--- src/common/host_port_cfg.svh ---
// Constants for the two-channel host register port.
// Assumes inclusion by bare name from the package and the design files.
`ifndef HOST_PORT_CFG_SVH
`define HOST_PORT_CFG_SVH

`define HP_ADDR_W        3
`define HP_DATA_W        8
`define HP_NUM_CHAN      2
`define HP_CHAN_A        1'h0
`define HP_CHAN_B        1'h1
`define HP_IRQ_OE_RST    1'h0
`define HP_AUX_IDLE      1'h1
`define HP_READY_IDLE    1'h1
`define HP_STROBE_IDLE   1'h1
`define HP_BUS_RELEASED  1'h1

`endif

--- src/common/host_port_pkg.sv ---
// Types used by the host register port; its channel select helper uses only the constants header.
// Assumes the constants header is on the include path.
`default_nettype none
`include "host_port_cfg.svh"

package host_port_pkg;

    // One sampled view of the host bus pins.
    typedef struct packed {
        logic [`HP_ADDR_W-1:0] addr;
        logic [`HP_DATA_W-1:0] wdata;
        logic                  rd_n;
        logic                  wr_n;
        logic [`HP_NUM_CHAN-1:0] sel_n;
    } bus_pins_type;

    // One register access handed to a channel core.
    typedef struct packed {
        logic                  chan;
        logic [`HP_ADDR_W-1:0] addr;
        logic [`HP_DATA_W-1:0] data;
    } reg_access_type;

    // Phase of a host strobe cycle.
    typedef enum logic [1:0] {
        PH_IDLE,
        PH_READ,
        PH_WRITE
    } phase_type;

endpackage
`default_nettype wire

--- src/hw/chan_select.sv ---
// Decodes the active-low channel selects into a single valid channel index.
// Assumes selects are synchronous to the clock and at most one is low.
`timescale 1ns/1ps
`default_nettype none
`include "host_port_cfg.svh"

module chan_select (
    input  wire logic [`HP_NUM_CHAN-1:0] sel_n_i,
    output logic                         valid_o,
    output logic                         chan_o
);

    // A channel joins the transfer only while its select is low.
    always_comb begin
        valid_o = 1'h0;
        chan_o  = `HP_CHAN_A;
        if (!sel_n_i[0]) begin
            valid_o = 1'h1;
            chan_o  = `HP_CHAN_A;
        end else if (!sel_n_i[1]) begin
            valid_o = 1'h1;
            chan_o  = `HP_CHAN_B;
        end
    end

endmodule
`default_nettype wire

--- src/hw/dual_uart_host_bus_port.sv ---
// Host parallel register port of a two-channel serial controller.
// Assumes bus pins are synchronous to clk_i and channel cores sit outside.
//
// How it works
// - Three address bits pick a register of the selected channel.
// - Eight-bit data bus: host drives writes, device drives reads.
// - Read strobe falling edge starts reading the addressed register.
// - Fetched byte stays on the bus until the read strobe rises.
// - Write strobe fall starts write; its rise loads bus data into register.
// - A channel is taken only if its select is low when the strobe falls.
// - Enable bit one: interrupt output driven, auxiliary output low.
// - Enable bit zero (reset): interrupt floats, auxiliary output high.
// - Each channel has an active-low transmit ready output.
// - Each channel has an active-low receive ready output.
`timescale 1ns/1ps
`default_nettype none
`include "host_port_cfg.svh"

module dual_uart_host_bus_port (
    input  wire logic                         clk_i,
    input  wire logic                         rst_i,
    input  wire logic [`HP_ADDR_W-1:0]        address_i,
    input  wire logic [`HP_DATA_W-1:0]        data_i,
    output logic      [`HP_DATA_W-1:0]        data_o,
    output logic                              data_oe_n_o,
    input  wire logic                         read_strobe_n_i,
    input  wire logic                         write_strobe_n_i,
    input  wire logic                         chan_a_select_n_i,
    input  wire logic                         chan_b_select_n_i,
    output logic                              rd_start_o,
    output logic                              rd_chan_o,
    output logic      [`HP_ADDR_W-1:0]        rd_addr_o,
    input  wire logic [`HP_DATA_W-1:0]        chan_a_rd_data_i,
    input  wire logic [`HP_DATA_W-1:0]        chan_b_rd_data_i,
    output logic                              wr_load_o,
    output logic                              wr_chan_o,
    output logic      [`HP_ADDR_W-1:0]        wr_addr_o,
    output logic      [`HP_DATA_W-1:0]        wr_data_o,
    input  wire logic [`HP_NUM_CHAN-1:0]      irq_output_enable_i,
    input  wire logic [`HP_NUM_CHAN-1:0]      irq_request_i,
    input  wire logic [`HP_NUM_CHAN-1:0]      tx_ready_i,
    input  wire logic [`HP_NUM_CHAN-1:0]      rx_ready_i,
    output logic                              chan_a_irq_out_o,
    output logic                              chan_a_irq_oe_n_o,
    output logic                              chan_b_irq_out_o,
    output logic                              chan_b_irq_oe_n_o,
    output logic                              chan_a_aux_out_n_o,
    output logic                              chan_b_aux_out_n_o,
    output logic                              chan_a_tx_ready_n_o,
    output logic                              chan_a_rx_ready_n_o,
    output logic                              chan_b_tx_ready_n_o,
    output logic                              chan_b_rx_ready_n_o
);

    //----------------------------------------------------------------
    // Channel decode
    //----------------------------------------------------------------

    host_port_pkg::bus_pins_type pins;
    logic                        sel_valid;
    logic                        sel_chan;

    // Bundle the pins for the strobe logic.
    assign pins = '{addr: address_i, wdata: data_i, rd_n: read_strobe_n_i,
                    wr_n: write_strobe_n_i,
                    sel_n: {chan_b_select_n_i, chan_a_select_n_i}};

    chan_select u_sel (
        .sel_n_i (pins.sel_n),
        .valid_o (sel_valid),
        .chan_o  (sel_chan)
    );

    //----------------------------------------------------------------
    // Strobe sequencer
    //----------------------------------------------------------------

    host_port_pkg::phase_type       phase_reg, phase_next;
    host_port_pkg::reg_access_type  acc_reg, acc_next;
    logic                           rd_prev_reg, rd_prev_next;
    logic                           wr_prev_reg, wr_prev_next;
    logic                           rd_start_reg, rd_start_next;
    logic                           wr_load_reg, wr_load_next;
    logic [`HP_DATA_W-1:0]          dout_reg, dout_next;
    logic                           doe_n_reg, doe_n_next;
    logic                           rd_fall;
    logic                           wr_fall;
    logic                           wr_rise;

    // Edges are seen against the strobe level of the previous cycle.
    assign rd_fall = rd_prev_reg && !pins.rd_n;
    assign wr_fall = wr_prev_reg && !pins.wr_n;
    assign wr_rise = !wr_prev_reg && pins.wr_n;

    // Next state of the strobe cycle, the access latch and the data driver.
    always_comb begin
        phase_next    = phase_reg;
        acc_next      = acc_reg;
        rd_prev_next  = pins.rd_n;
        wr_prev_next  = pins.wr_n;
        rd_start_next = 1'h0;
        wr_load_next  = 1'h0;
        dout_next     = dout_reg;
        doe_n_next    = doe_n_reg;
        unique case (phase_reg)
            host_port_pkg::PH_IDLE: begin
                doe_n_next = 1'h1;
                if (rd_fall && sel_valid) begin
                    phase_next    = host_port_pkg::PH_READ;
                    acc_next.chan = sel_chan;
                    acc_next.addr = pins.addr;
                    rd_start_next = 1'h1;
                end else if (wr_fall && sel_valid) begin
                    phase_next    = host_port_pkg::PH_WRITE;
                    acc_next.chan = sel_chan;
                    acc_next.addr = pins.addr;
                end
            end
            host_port_pkg::PH_READ: begin
                // Drive the fetched byte until the host lets the strobe rise.
                dout_next  = (acc_reg.chan == `HP_CHAN_B) ? chan_b_rd_data_i
                                                          : chan_a_rd_data_i;
                doe_n_next = 1'h0;
                if (pins.rd_n) begin
                    phase_next = host_port_pkg::PH_IDLE;
                    doe_n_next = 1'h1;
                end
            end
            host_port_pkg::PH_WRITE: begin
                doe_n_next = 1'h1;
                acc_next.data = pins.wdata;
                if (wr_rise) begin
                    phase_next    = host_port_pkg::PH_IDLE;
                    acc_next.data = pins.wdata;
                    wr_load_next  = 1'h1;
                end
            end
            default: begin
                phase_next = host_port_pkg::PH_IDLE;
            end
        endcase
    end

    // Register the sequencer state.
    always_ff @(posedge clk_i or posedge rst_i) begin
        if (rst_i) begin
            phase_reg    <= host_port_pkg::PH_IDLE;
            acc_reg      <= '0;
            rd_prev_reg  <= `HP_STROBE_IDLE;
            wr_prev_reg  <= `HP_STROBE_IDLE;
            rd_start_reg <= 1'h0;
            wr_load_reg  <= 1'h0;
            dout_reg     <= '0;
            doe_n_reg    <= `HP_BUS_RELEASED;
        end else begin
            phase_reg    <= phase_next;
            acc_reg      <= acc_next;
            rd_prev_reg  <= rd_prev_next;
            wr_prev_reg  <= wr_prev_next;
            rd_start_reg <= rd_start_next;
            wr_load_reg  <= wr_load_next;
            dout_reg     <= dout_next;
            doe_n_reg    <= doe_n_next;
        end
    end

    assign data_o      = dout_reg;
    assign data_oe_n_o = doe_n_reg;
    assign rd_start_o  = rd_start_reg;
    assign rd_chan_o   = acc_reg.chan;
    assign rd_addr_o   = acc_reg.addr;
    assign wr_load_o   = wr_load_reg;
    assign wr_chan_o   = acc_reg.chan;
    assign wr_addr_o   = acc_reg.addr;
    assign wr_data_o   = acc_reg.data;

    //----------------------------------------------------------------
    // Interrupt, auxiliary and ready pins
    //----------------------------------------------------------------

    logic [`HP_NUM_CHAN-1:0] irq_reg, irq_next;
    logic [`HP_NUM_CHAN-1:0] irq_oe_n_reg, irq_oe_n_next;
    logic [`HP_NUM_CHAN-1:0] aux_n_reg, aux_n_next;
    logic [`HP_NUM_CHAN-1:0] txr_n_reg, txr_n_next;
    logic [`HP_NUM_CHAN-1:0] rxr_n_reg, rxr_n_next;

    // Per channel pin state from the enable bit and the core status.
    for (genvar c = 0; c < `HP_NUM_CHAN; c++) begin : g_pins
        always_comb begin
            irq_next[c]      = irq_request_i[c];
            irq_oe_n_next[c] = !irq_output_enable_i[c];
            aux_n_next[c]    = !irq_output_enable_i[c];
            txr_n_next[c]    = !tx_ready_i[c];
            rxr_n_next[c]    = !rx_ready_i[c];
        end
    end

    // Register the pin state; reset leaves the interrupt floating.
    always_ff @(posedge clk_i or posedge rst_i) begin
        if (rst_i) begin
            irq_reg      <= '0;
            irq_oe_n_reg <= {`HP_NUM_CHAN{!`HP_IRQ_OE_RST}};
            aux_n_reg    <= {`HP_NUM_CHAN{`HP_AUX_IDLE}};
            txr_n_reg    <= {`HP_NUM_CHAN{`HP_READY_IDLE}};
            rxr_n_reg    <= {`HP_NUM_CHAN{`HP_READY_IDLE}};
        end else begin
            irq_reg      <= irq_next;
            irq_oe_n_reg <= irq_oe_n_next;
            aux_n_reg    <= aux_n_next;
            txr_n_reg    <= txr_n_next;
            rxr_n_reg    <= rxr_n_next;
        end
    end

    assign chan_a_irq_out_o    = irq_reg[0];
    assign chan_b_irq_out_o    = irq_reg[1];
    assign chan_a_irq_oe_n_o   = irq_oe_n_reg[0];
    assign chan_b_irq_oe_n_o   = irq_oe_n_reg[1];
    assign chan_a_aux_out_n_o  = aux_n_reg[0];
    assign chan_b_aux_out_n_o  = aux_n_reg[1];
    assign chan_a_tx_ready_n_o = txr_n_reg[0];
    assign chan_b_tx_ready_n_o = txr_n_reg[1];
    assign chan_a_rx_ready_n_o = rxr_n_reg[0];
    assign chan_b_rx_ready_n_o = rxr_n_reg[1];
endmodule
`default_nettype wire

--- config.mk ---
export PLATFORM = sky130hd
export DESIGN_NAME = dual_uart_host_bus_port
export DESIGN_NICKNAME = d
export VERILOG_FILES = /design/src/common/host_port_pkg.sv /design/src/hw/chan_select.sv /design/src/hw/dual_uart_host_bus_port.sv
export VERILOG_INCLUDE_DIRS = /design/src /design/src/common
export SDC_FILE = /design/constraint.sdc
export NUM_CORES = 1
export LEC_CHECK = 0
export ABC_AREA = 1
export BUFFER_PORTS_ARGS = -buffer_cell sky130_fd_sc_hd__clkbuf_2
export CAP_MARGIN = 10
export CORE_MARGIN = 2
export CORE_UTILIZATION = 35
export DETAILED_ROUTE_END_ITERATION = 10
export PLACE_DENSITY = 0.76
export SLEW_MARGIN = 10
export SYNTH_ARGS = -nofsm -noshare
export SYNTH_HDL_FRONTEND = slang
export SYNTH_HIERARCHICAL = 1
export SYNTH_SLANG_ARGS = --single-unit
export TNS_END_PERCENT = 50
--- constraint.sdc ---
create_clock -name clk_i -period 1.13 [get_ports clk_i]
set_clock_uncertainty 0.05 [all_clocks]
set_input_delay 0.226 -clock clk_i [delete_from_list [all_inputs] [get_ports clk_i]]
set_output_delay 0.226 -clock clk_i [all_outputs]
set_load 0.02 [all_outputs]
## Yosys cells after proc, flatten, opt, wreduce, memory -nomap -nowiden

Cells that the tools add are included.

| storage, ports and cells | value |
|---|---|
| register bits | 35 |
| latch bits | 0 |
| bits in writable memories | 0 |
| bits in read-only memories | 0 |
| bits of input ports | 41 |
| output and inout bits | 37 |
| word-level logic and storage cells | 56 |
| memories | 0 |

| cells by class | value |
|---|---|
| $add $sub $neg | 0 |
| multiply operators | 0 |
| div/mod/pow operators | 0 |
| $lt $le $gt $ge | 0 |
| eq/ne operators | 5 |
| shift-type cells | 0 |
| multiplexer cells | 17 |
| bitwise gates (word level) | 0 |
| reductions and logical operators | 20 |

Operators with widths:

| cell | number |
|---|---|
| 1-bit zero test | 9 |
| 1-bit 2-to-1 mux | 8 |
| 2-bit 2-to-1 mux | 4 |
| 4-bit 2-to-1 mux | 2 |
| 8-bit 2-to-1 mux | 1 |
| 2-bit one-hot mux with 3 select lines | 1 |
| 1-bit logical AND | 5 |
| 2-bit != test (second input constant) | 2 |
| 2-bit nonzero test | 2 |
| 3-bit != test (second input constant) | 1 |
| 3-bit AND reduction | 1 |
| 2-bit by 1-bit == test with 1-bit output (second input constant) | 1 |
| 2-bit == test (second input constant) | 1 |
| 2-bit zero test | 1 |
| 1-bit one-hot mux with 2 select lines | 1 |
| 2-bit AND reduction | 1 |
| 2-bit OR reduction | 1 |

## Longest topological paths before layout

Gate-level depths: netlist (run 1).

| logic depth | value |
|---|---|
| depth after elaboration | 6 |
| depth in mapped cells | 7 |
| mapped depth without buffers | 6 |

## Cells and area by module

The synthesis (run 1) kept the hierarchy.

By module, submodules not included:

| module | times used | cells an instance | area an instance (µm²) | seq. area each (µm²) |
|---|---|---|---|---|
| dual_uart_host_bus_port | 1 | 148 | 1396.3 | 887.1 |
| chan_select | 1 | 3 | 13.8 | 0.0 |

## Worst setup path before layout (run 1)

OpenSTA, ideal clock, no wires.

| path | value |
|---|---|
| path kind | reg-to-reg |
| start | register acc_reg, in the netlist rd_chan_o |
| end | register dout_reg[6] (netlist: data_o[6]) |
| library setup time | 0.124 ns |
| arrival | 0.985 ns |
| required time | 0.956 ns |
| setup slack | -0.029 ns |
| stages on the path, launching flop included | 5 |
| path buffers | 1 |
| period minus slack after synthesis | 1.159 ns |
| cells stage by stage | dfrtp_1 -> buf_2 -> inv_1 -> a21oi_1 -> a21oi_1 |

| on the way | value |
|---|---|
| longest elaborated chain between the ends | 1 |

RTL lines:

| element | line | text |
|---|---|---|
| start: declaration | dual_uart_host_bus_port.sv:79 | `host_port_pkg::reg_access_type acc_reg, acc_next;` |
| start signal: assignment | dual_uart_host_bus_port.sv:157 | `acc_reg <= acc_next;` |
| 8-bit 2-to-1 mux | dual_uart_host_bus_port.sv:121 | `` dout_next = (acc_reg.chan == `HP_CHAN_B) ? chan_b_rd_data_i `` |
| end signal: assignment | dual_uart_host_bus_port.sv:162 | `dout_reg <= dout_next;` |
| end: declaration | dual_uart_host_bus_port.sv:84 | `` logic [`HP_DATA_W-1:0] dout_reg, dout_next; `` |

No other way between the ends.
A chain may end at the register's enable or synchronous reset.

==> results.toml, run 1 <==
[drt]
drtIter0Drc = 27
vias = 1296
wirelength_mm = 3.20
avgRoutedWirePerCell_um = 10.8
drc = 0
ant_nets = 0
routed_via_density = 4.36
dr.pass1.iters = 4

[sta]
finalHoldViolations = 0
clock.fmax_mhz = 813
setup_viol = 11
worst_slack_ns = -0.100
fin_crit_sh_pct = 109
max-slew-margin-rel_pct = 87.6
rsz0062_at_grt = "yes"
drv_slew = 0
min_period_ns = 1.23
worst_pin_slew_ns = 0.186

[global_routing]
antenna_found_initial = 0
grt_use_total_pct = 14.5
overflow = 0
grt_pass1_vias = 1169
grt_max_degree = 36
grt_pass1_wl_mm = 4.84

[cts]
numCtsBuffers = 5
ctsLongestPathBuffers = 2
clockRootBuffer = "clkbuf_8"
h-tree-depth = 2
cts_tree = "built"
cts.clk_slew.worst_paths_ns = 0.07
clk-insertion-delay-late_ns = 0.28
clock-sinks = 35

[setup_path]
required_ns = 0.85
crit_path_start_kind = "register"
path_max_fanout = 2
critPathCaptureType = "primary output"
cp.arrival_ns = 0.95
crit_chain = "buf_8"
max_stage_delay_ns = 0.56
reg2reg_from = "wr_prev_reg"
crit_family = "flip-flops"
cpMaxStageDelayCell = "dfstp_2"
critPathBufInv = 1
crit_start = "aux_n_reg[0]"
critPathKind = "register to primary output"

[run_status]
failed_checks = "setup timing"
outcome = "complete, but fails checks"

[logic_synthesis]
synth-edff-count = 0
ys_top_cells_by_area = "dfrtp_1 (46%), dfstp_2 (17%), nand2_1 (12%), a21oi_1 (5.7%), inv_1 (4.0%)"
synth.top_cell.area_share_pct = 46.1
synthTopCellsByCount = "nand2_1 (45), dfrtp_1 (26), a21oi_1 (16), inv_1 (15), nor2_1 (13)"
synth_ff_type = "dfrtp_1"
synth_most_common_cell = "nand2_1"
syn-num-nets = 192
netlist_area_um2 = 1410
ys_seq_area_share_pct = 62.9
ys_types = 17
avgSynthCellArea_um2 = 9.34
ys_warn_count = 6
yosys_register_bits = 35
async_reset_ff_share_pct = 100
yosys.area.top_type = "dfrtp_1"
netlist_instances = 151

[power]
p_leak_uw = 0.00118
power_density_nw_per_um2 = 2330
power_uw = 5240
ir_drop_v = 0.000999

[worst_hold_path]
hold_start = "data_i[4]"
min_path_type = "primary input to register"

[place]
place_ws_ns = -0.0222
dp_hpwl_mm = 2.15
port-buffer-count = 77
gp_congestion = 0.663

[die]
die_w_um = 67.5
num_io_pins = 78
dieArea_um2 = 4550
rows = 23
die_h_um = 67.5
start_util_pct = 35.8
coreArea_um2 = 3940

[finish]
filler_cell_count = 337
diodes = 0
layout.nets = 287
drive_gt1_share_pct = 53.0
layout-area-overhead-vs-synth_pct = 59.6

[job]
cap_violations = 0
final timing paths:
check | cells past startpoint | to | slack, ns
setup / recovery | 1 | chan_a_irq_oe_n_o | -0.10
hold / removal | 3 | wr_data_o[4] | 0.08
setup reg to reg | 5 | rd_addr_o[2] | -0.01
hold reg to reg | 2 | wr_data_o[2] | 0.43
max in group asynchronous | 4 | rxr_n_reg[0] | 0.32
min in group asynchronous | 4 | wr_data_o[6] | 0.46
layout make-up:
cell class / instances / area, um2 / area share, %
Tap cell: 50 / 62.6 / 2.78
Timing Repair Buffer: 97 / 678 / 30.1
Clock buffer: 8 / 80.1 / 3.56
Inverter: 17 / 76.3 / 3.39
Multi-Input combinational cell: 90 / 463 / 20.6
Sequential cell: 35 / 891 / 39.6
per-stage QoR:
stage | area [um2] | utilization, % | hold slack, ns | cells | TNS, ns
floorplan | 1410 | - | 0.180 | 151 | 0
global placement | 1870 | 47.4 | 0.214 | 276 | 0
detailed placement | 1870 | 47.4 | 0.217 | 276 | -0.110
CTS | 2130 | 54.0 | 0.0748 | 296 | -1.23
global route | 2250 | 57.1 | 0.0811 | 297 | -1.63
finish | 2250 | 57.1 | 0.0828 | 297 | -0.702
worst register-to-register path, cell delays in order (launching register included):
cell and delay [ns]:
dfstp_2 0.55, nand3_2 0.09, nand2_2 0.12, buf_6 0.12, nand3_1 0.07, nand2_1 0.08
power breakdown:
| group | total [uW] | internal, uW | switching (uW) |
|---|---|---|---|
| Combinational | 2440 | 946 | 1490 |
| Sequential | 1960 | 1690 | 270 |
| Clock | 841 | 437 | 404 |
placed cells by master, fill, tap and decap left out, drive strengths merged:
| master | count |
|---|---|
| clkbuf | 65 |
| nand2 | 46 |
| buf | 30 |
| dfrtp | 26 |
| a21oi | 16 |
| nor2 | 16 |
| inv | 15 |
| dlygate4sd3 | 10 |
| dfstp | 9 |
| nand3 | 8 |
| clkinvlp | 2 |
| nor3 | 2 |
| and2 | 1 |
| o22ai | 1 |
metal layers:
metal	global-route usage, %	part of all wire (%)	up-vias
met3	4.50	7.9	4
met2	23.5	50	57
met1	17.2	41	588
met4	7.65	0.88	0
li1	-	-	647
met5	0	0	-
what timing repair did:
item | in CTS | in global routing
pin swaps | 0 | 2
hold buffers | 10 | 0
gates resized for setup | 15 | 53
setup buffers | 2 | 1
endpoints found under the setup margin | 21 | 43
endpoints found under the hold margin | 35 | 0
cell families (layout without fill, tap and decap cells):
group	after synthesis	after routing	share of synthesized area [%]
AOI/OAI and AO/OA	17	17	6.12
buffers and inverters	26	122	9.40
DFF	35	35	62.9
and+or+nand+nor	73	73	21.6
Note: power is estimated with default switching activity, not from simulation.
==> run 2, diff against run 1 <==
--- a/config.mk
+++ b/config.mk
@@ -9,6 +9,7 @@
 export ABC_AREA = 1
 export BUFFER_PORTS_ARGS = -buffer_cell sky130_fd_sc_hd__clkbuf_2
 export CAP_MARGIN = 10
+export CORE_ASPECT_RATIO = 0.75
 export CORE_MARGIN = 2
 export CORE_UTILIZATION = 35
 export DETAILED_ROUTE_END_ITERATION = 10
==> results.toml, run 2 (synthesis gave the netlist of run 1 again) <==
[drt]
drc = 0
drtIter0Drc = 24
ant_nets = 0
routed_via_density = 4.36
vias = 1299
avgRoutedWirePerCell_um = 11.5
dr.pass1.iters = 4
wirelength_mm = 3.43

[run_status]
failed_checks = "setup timing"
outcome = "complete, but fails checks"

[sta]
worst_slack_ns = -0.0994
rsz0062_at_grt = "yes"
setup_viol = 11
max-slew-margin-rel_pct = 77.6
worst_pin_slew_ns = 0.335
finalHoldViolations = 0
min_period_ns = 1.23
drv_slew = 0
fin_crit_sh_pct = 109
clock.fmax_mhz = 813

[finish]
drive_gt1_share_pct = 53.7
diodes = 0
layout-area-overhead-vs-synth_pct = 59.5
filler_cell_count = 337
layout.nets = 286
layout_commonest_cell = "clkbuf_2"
final_cell_mix = "clkbuf_2 (56), nand2_1 (39), dfrtp_1 (23)"

[cts]
clock-sinks = 35
numCtsBuffers = 5
h-tree-depth = 2
ctsLongestPathBuffers = 2
cts_tree = "built"
cts.clk_slew.worst_paths_ns = 0.07
clk-insertion-delay-late_ns = 0.28
clockRootBuffer = "clkbuf_8"

[place]
gp_congestion = 0.736
port-buffer-count = 77
dp_hpwl_mm = 2.32
place_ws_ns = -0.0369

[die]
dieArea_um2 = 4560
rows = 19
num_io_pins = 78
coreArea_um2 = 3760
start_util_pct = 37.5
die_h_um = 59.0
die_w_um = 77.3

[setup_path]
crit_chain = "buf_8"
cpMaxStageDelayCell = "dfstp_2"
required_ns = 0.85
crit_path_start_kind = "register"
critPathKind = "register to primary output"
cp.arrival_ns = 0.95
critPathCaptureType = "primary output"
reg2reg_from = "wr_prev_reg"
crit_family = "flip-flops"
max_stage_delay_ns = 0.56
critPathBufInv = 1
crit_start = "aux_n_reg[1]"
path_max_fanout = 2

[job]
cap_violations = 0

[power]
ir_drop_v = 0.00146
power_density_nw_per_um2 = 2340
p_leak_uw = 0.00118
power_uw = 5260

[worst_hold_path]
min_path_type = "primary input to register"
hold_start = "irq_output_enable_i[0]"

[global_routing]
grt_pass1_wl_mm = 5.42
grt_max_degree = 23
grt_pass1_vias = 1269
overflow = 0
antenna_found_initial = 0
grt_use_total_pct = 15.5
==> run 2: path summary, 6_finish.rpt <==
kind,endpoint,slack [ns],cells past startpoint
setup / recovery,chan_b_irq_oe_n_o,-0.1,1
hold / removal,aux_n_reg[0],0.009,2
setup reg to reg,rd_chan_o,0.01,5
hold reg to reg,wr_data_o[1],0.43,2
max in group asynchronous,txr_n_reg[0],0.27,4
min in group asynchronous,data_o[4],0.44,4
==> run 2: layout make-up <==
| class | instances | area [um2] | area share, % |
|---|---|---|---|
| clock buffer | 7 | 76.3 | 3.39 |
| tap | 52 | 65.1 | 2.89 |
| inverter | 17 | 67.6 | 3.01 |
| timing repair buffer | 96 | 668 | 29.7 |
| clock inverter | 1 | 5.00 | 0.223 |
| sequential | 35 | 891 | 39.6 |
| multi-input combinational | 90 | 475 | 21.1 |
==> run 2: per-stage QoR <==
| step | cell area, um2 | util [%] | instances | TNS [ns] | hold slack, ns |
|---|---|---|---|---|---|
| after global routing | 2250 | 59.9 | 298 | -1.64 | 0.0129 |
| after floorplan | 1410 | - | 151 | 0 | 0.180 |
| after CTS | 2110 | 56.2 | 298 | -0.995 | 0.00347 |
| after detailed placement | 1860 | 49.5 | 280 | -0.100 | 0.185 |
| after global placement | 1860 | 49.5 | 280 | 0 | 0.182 |
| final | 2250 | 59.9 | 298 | -0.721 | 0.00885 |
==> run 2: repair_timing <==
item / 4_1_cts / 5_1_grt
pin swaps: 1 / 7
gates resized for setup: 16 / 60
hold endpoints to repair: 34 / 0
endpoints found under the setup margin: 16 / 40
buffers inserted: 1 / 0
hold buffers: 9 / 0
==> run 2: report_power, final <==
group          switching (uW)  internal [uW]  total (uW)
Combinational            1440            962        2410
Clock                     421            432         853
Sequential                310           1690        2000
Total                    2180           3090        5260
==> run 2: layer usage <==
metal	track usage [%]	part of all wire [%]	routed length (um)	vias up
li1	-	-	-	650
met3	5.79	7.9	270	3
met2	26.7	50	1720	56
met1	18.5	42	1430	590
met5	0	0	0	-
met4	4.59	0.47	16	0
==> run 2: worst register-to-register path, delay by kind of cell, from the launching register on <==
kind,cells,cell delay (ns)
DFF,1,0.55
and+or+nand+nor,5,0.42
==> run 3, diff against run 2 <==
--- a/config.mk
+++ b/config.mk
@@ -13,7 +13,7 @@
 export CORE_MARGIN = 2
 export CORE_UTILIZATION = 35
 export DETAILED_ROUTE_END_ITERATION = 10
-export PLACE_DENSITY = 0.76
+export PLACE_DENSITY = 0.74
 export SLEW_MARGIN = 10
 export SYNTH_ARGS = -nofsm -noshare
 export SYNTH_HDL_FRONTEND = slang
==> constraint.sdc (replaced) <==
create_clock -name clk_i -period 1.55 [get_ports clk_i]
set_clock_uncertainty 0.05 [all_clocks]
set_input_delay 0.31 -clock clk_i [delete_from_list [all_inputs] [get_ports clk_i]]
set_output_delay 0.31 -clock clk_i [all_outputs]
set_load 0.02 [all_outputs]
==> results.toml, run 3 (synthesis gave the netlist of run 1 again) <==
[drt]
routed_via_density = 4.22
dr.pass1.iters = 3
vias = 1194
drc = 0
drtIter0Drc = 30
wirelength_mm = 2.88
ant_nets = 0
avgRoutedWirePerCell_um = 10.2

[die]
rows = 19
coreArea_um2 = 3760
die_h_um = 59.0
die_w_um = 77.3
num_io_pins = 78
dieArea_um2 = 4560
start_util_pct = 37.5

[cts]
numCtsBuffers = 5
h-tree-depth = 2
cts_setup_buffers = 0
ctsLongestPathBuffers = 2
clockRootBuffer = "clkbuf_8"
cts.clk_slew.worst_paths_ns = 0.07
clk-insertion-delay-late_ns = 0.27
clock-sinks = 35
cts_tree = "built"

[setup_path]
max_stage_delay_ns = 0.48
critPathBufInv = 1
critPathKind = "register to primary output"
cpMaxStageDelayCell = "dfrtp_1"
crit_path_start_kind = "register"
path_max_fanout = 8
critPathCaptureType = "primary output"
required_ns = 1.19
cp.arrival_ns = 0.98
crit_family = "flip-flops"
crit_chain = "clkbuf_2"

[worst_hold_path]
min_path_type = "primary input to register"

[global_routing]
grt_use_total_pct = 13.2
grt_max_degree = 24
overflow = 0
antenna_found_initial = 0
grt_pass1_vias = 1050
grt_pass1_wl_mm = 4.60

[job]
cap_violations = 0

[place]
gp_congestion = 0.679
place_ws_ns = 0.285
port-buffer-count = 77
dp_hpwl_mm = 2.24
dpl.cell_count = 274

[sta]
fin_crit_sh_pct = 86.5
fin_tns_setup_ns = 0
finalHoldViolations = 0
max-slew-margin-rel_pct = 75.9
min_period_ns = 1.34
setup_viol = 0
worst_slack_ns = 0.210
clock.fmax_mhz = 746
worst_pin_slew_ns = 0.361
rsz0062_at_grt = "no"
drv_slew = 0

[finish]
layout.nets = 271
final_cell_mix = "clkbuf_2 (77), nand2_1 (45), dfrtp_1 (26)"
layout-area-overhead-vs-synth_pct = 35.1
layout_commonest_cell = "clkbuf_2"
drive_gt1_share_pct = 44.2
filler_cell_count = 381
final_cells = 283
diodes = 0

[power]
ir_drop_v = 0.000741
power_density_nw_per_um2 = 1820
p_leak_uw = 0.00107

[run_status]
outcome = "complete, no violations"
==> run 3: changes by cell type in the layout (fill, tap and decap cells not counted), moves of 6 or more <==
cell	previous run	this run
a21oi_1	10	16
a21oi_2	6	0
buf_2	7	0
buf_4	9	3
buf_6	8	0
buf_8	7	0
clkbuf_2	56	77
dlygate4sd3_1	9	1
nand2_1	39	45
==> run 3: stage by stage <==
step / cell area, um2 / hold slack [ns] / total power, uW / utilization (%)
floorplan: 1410 / 0.264 / 2460 / -
global placement: 1810 / 0.256 / 2860 / 48.3
detailed placement: 1810 / 0.262 / 2880 / 48.3
CTS: 1910 / 0.0672 / 3520 / 50.7
global route: 1910 / 0.0691 / 3710 / 50.7
finish: 1910 / 0.0817 / 3460 / 50.7
==> run 3: timing repair <==
item / 4_1_cts / 5_1_grt
hold buffers: 1 / 0
resized for setup: 0 / 0
hold endpoints to repair: 10 / 0
==> run 3: cell type report <==
| class | instances | area, um2 | area share (%) |
|---|---|---|---|
| clock buffers | 7 | 76.3 | 4.01 |
| clock inverters | 1 | 5.00 | 0.263 |
| inverters | 17 | 63.8 | 3.35 |
| multi-input cells | 90 | 390 | 20.5 |
| flip-flops and latches | 35 | 887 | 46.6 |
| well taps | 52 | 65.1 | 3.41 |
| repair buffers | 81 | 418 | 21.9 |
==> run 3: worst paths after layout <==
path,startpoint,end,slack (ns),depth (start not counted)
min in group asynchronous,rst_i,rd_chan_o,0.52,4
min reg2reg,wr_data_o[5],wr_data_o[5],0.43,2
max reg2reg,phase_reg[0],phase_reg[1],0.29,6
max in group asynchronous,rst_i,txr_n_reg[1],0.60,4
max,rd_chan_o,rd_chan_o,0.21,1
min,tx_ready_i[0],txr_n_reg[0],0.08,2
==> run 3: power breakdown <==
group / internal [uW] / switching (uW)
Sequential: 1230 / 194
Clock: 315 / 292
Combinational: 475 / 959
Total: 2010 / 1450
==> run 3: metal layers <==
layer	GRT usage [%]	wire length, um
met1	17.4	1380
met2	19.9	1180
met3	5.34	290
met4	4.59	19
met5	0	0
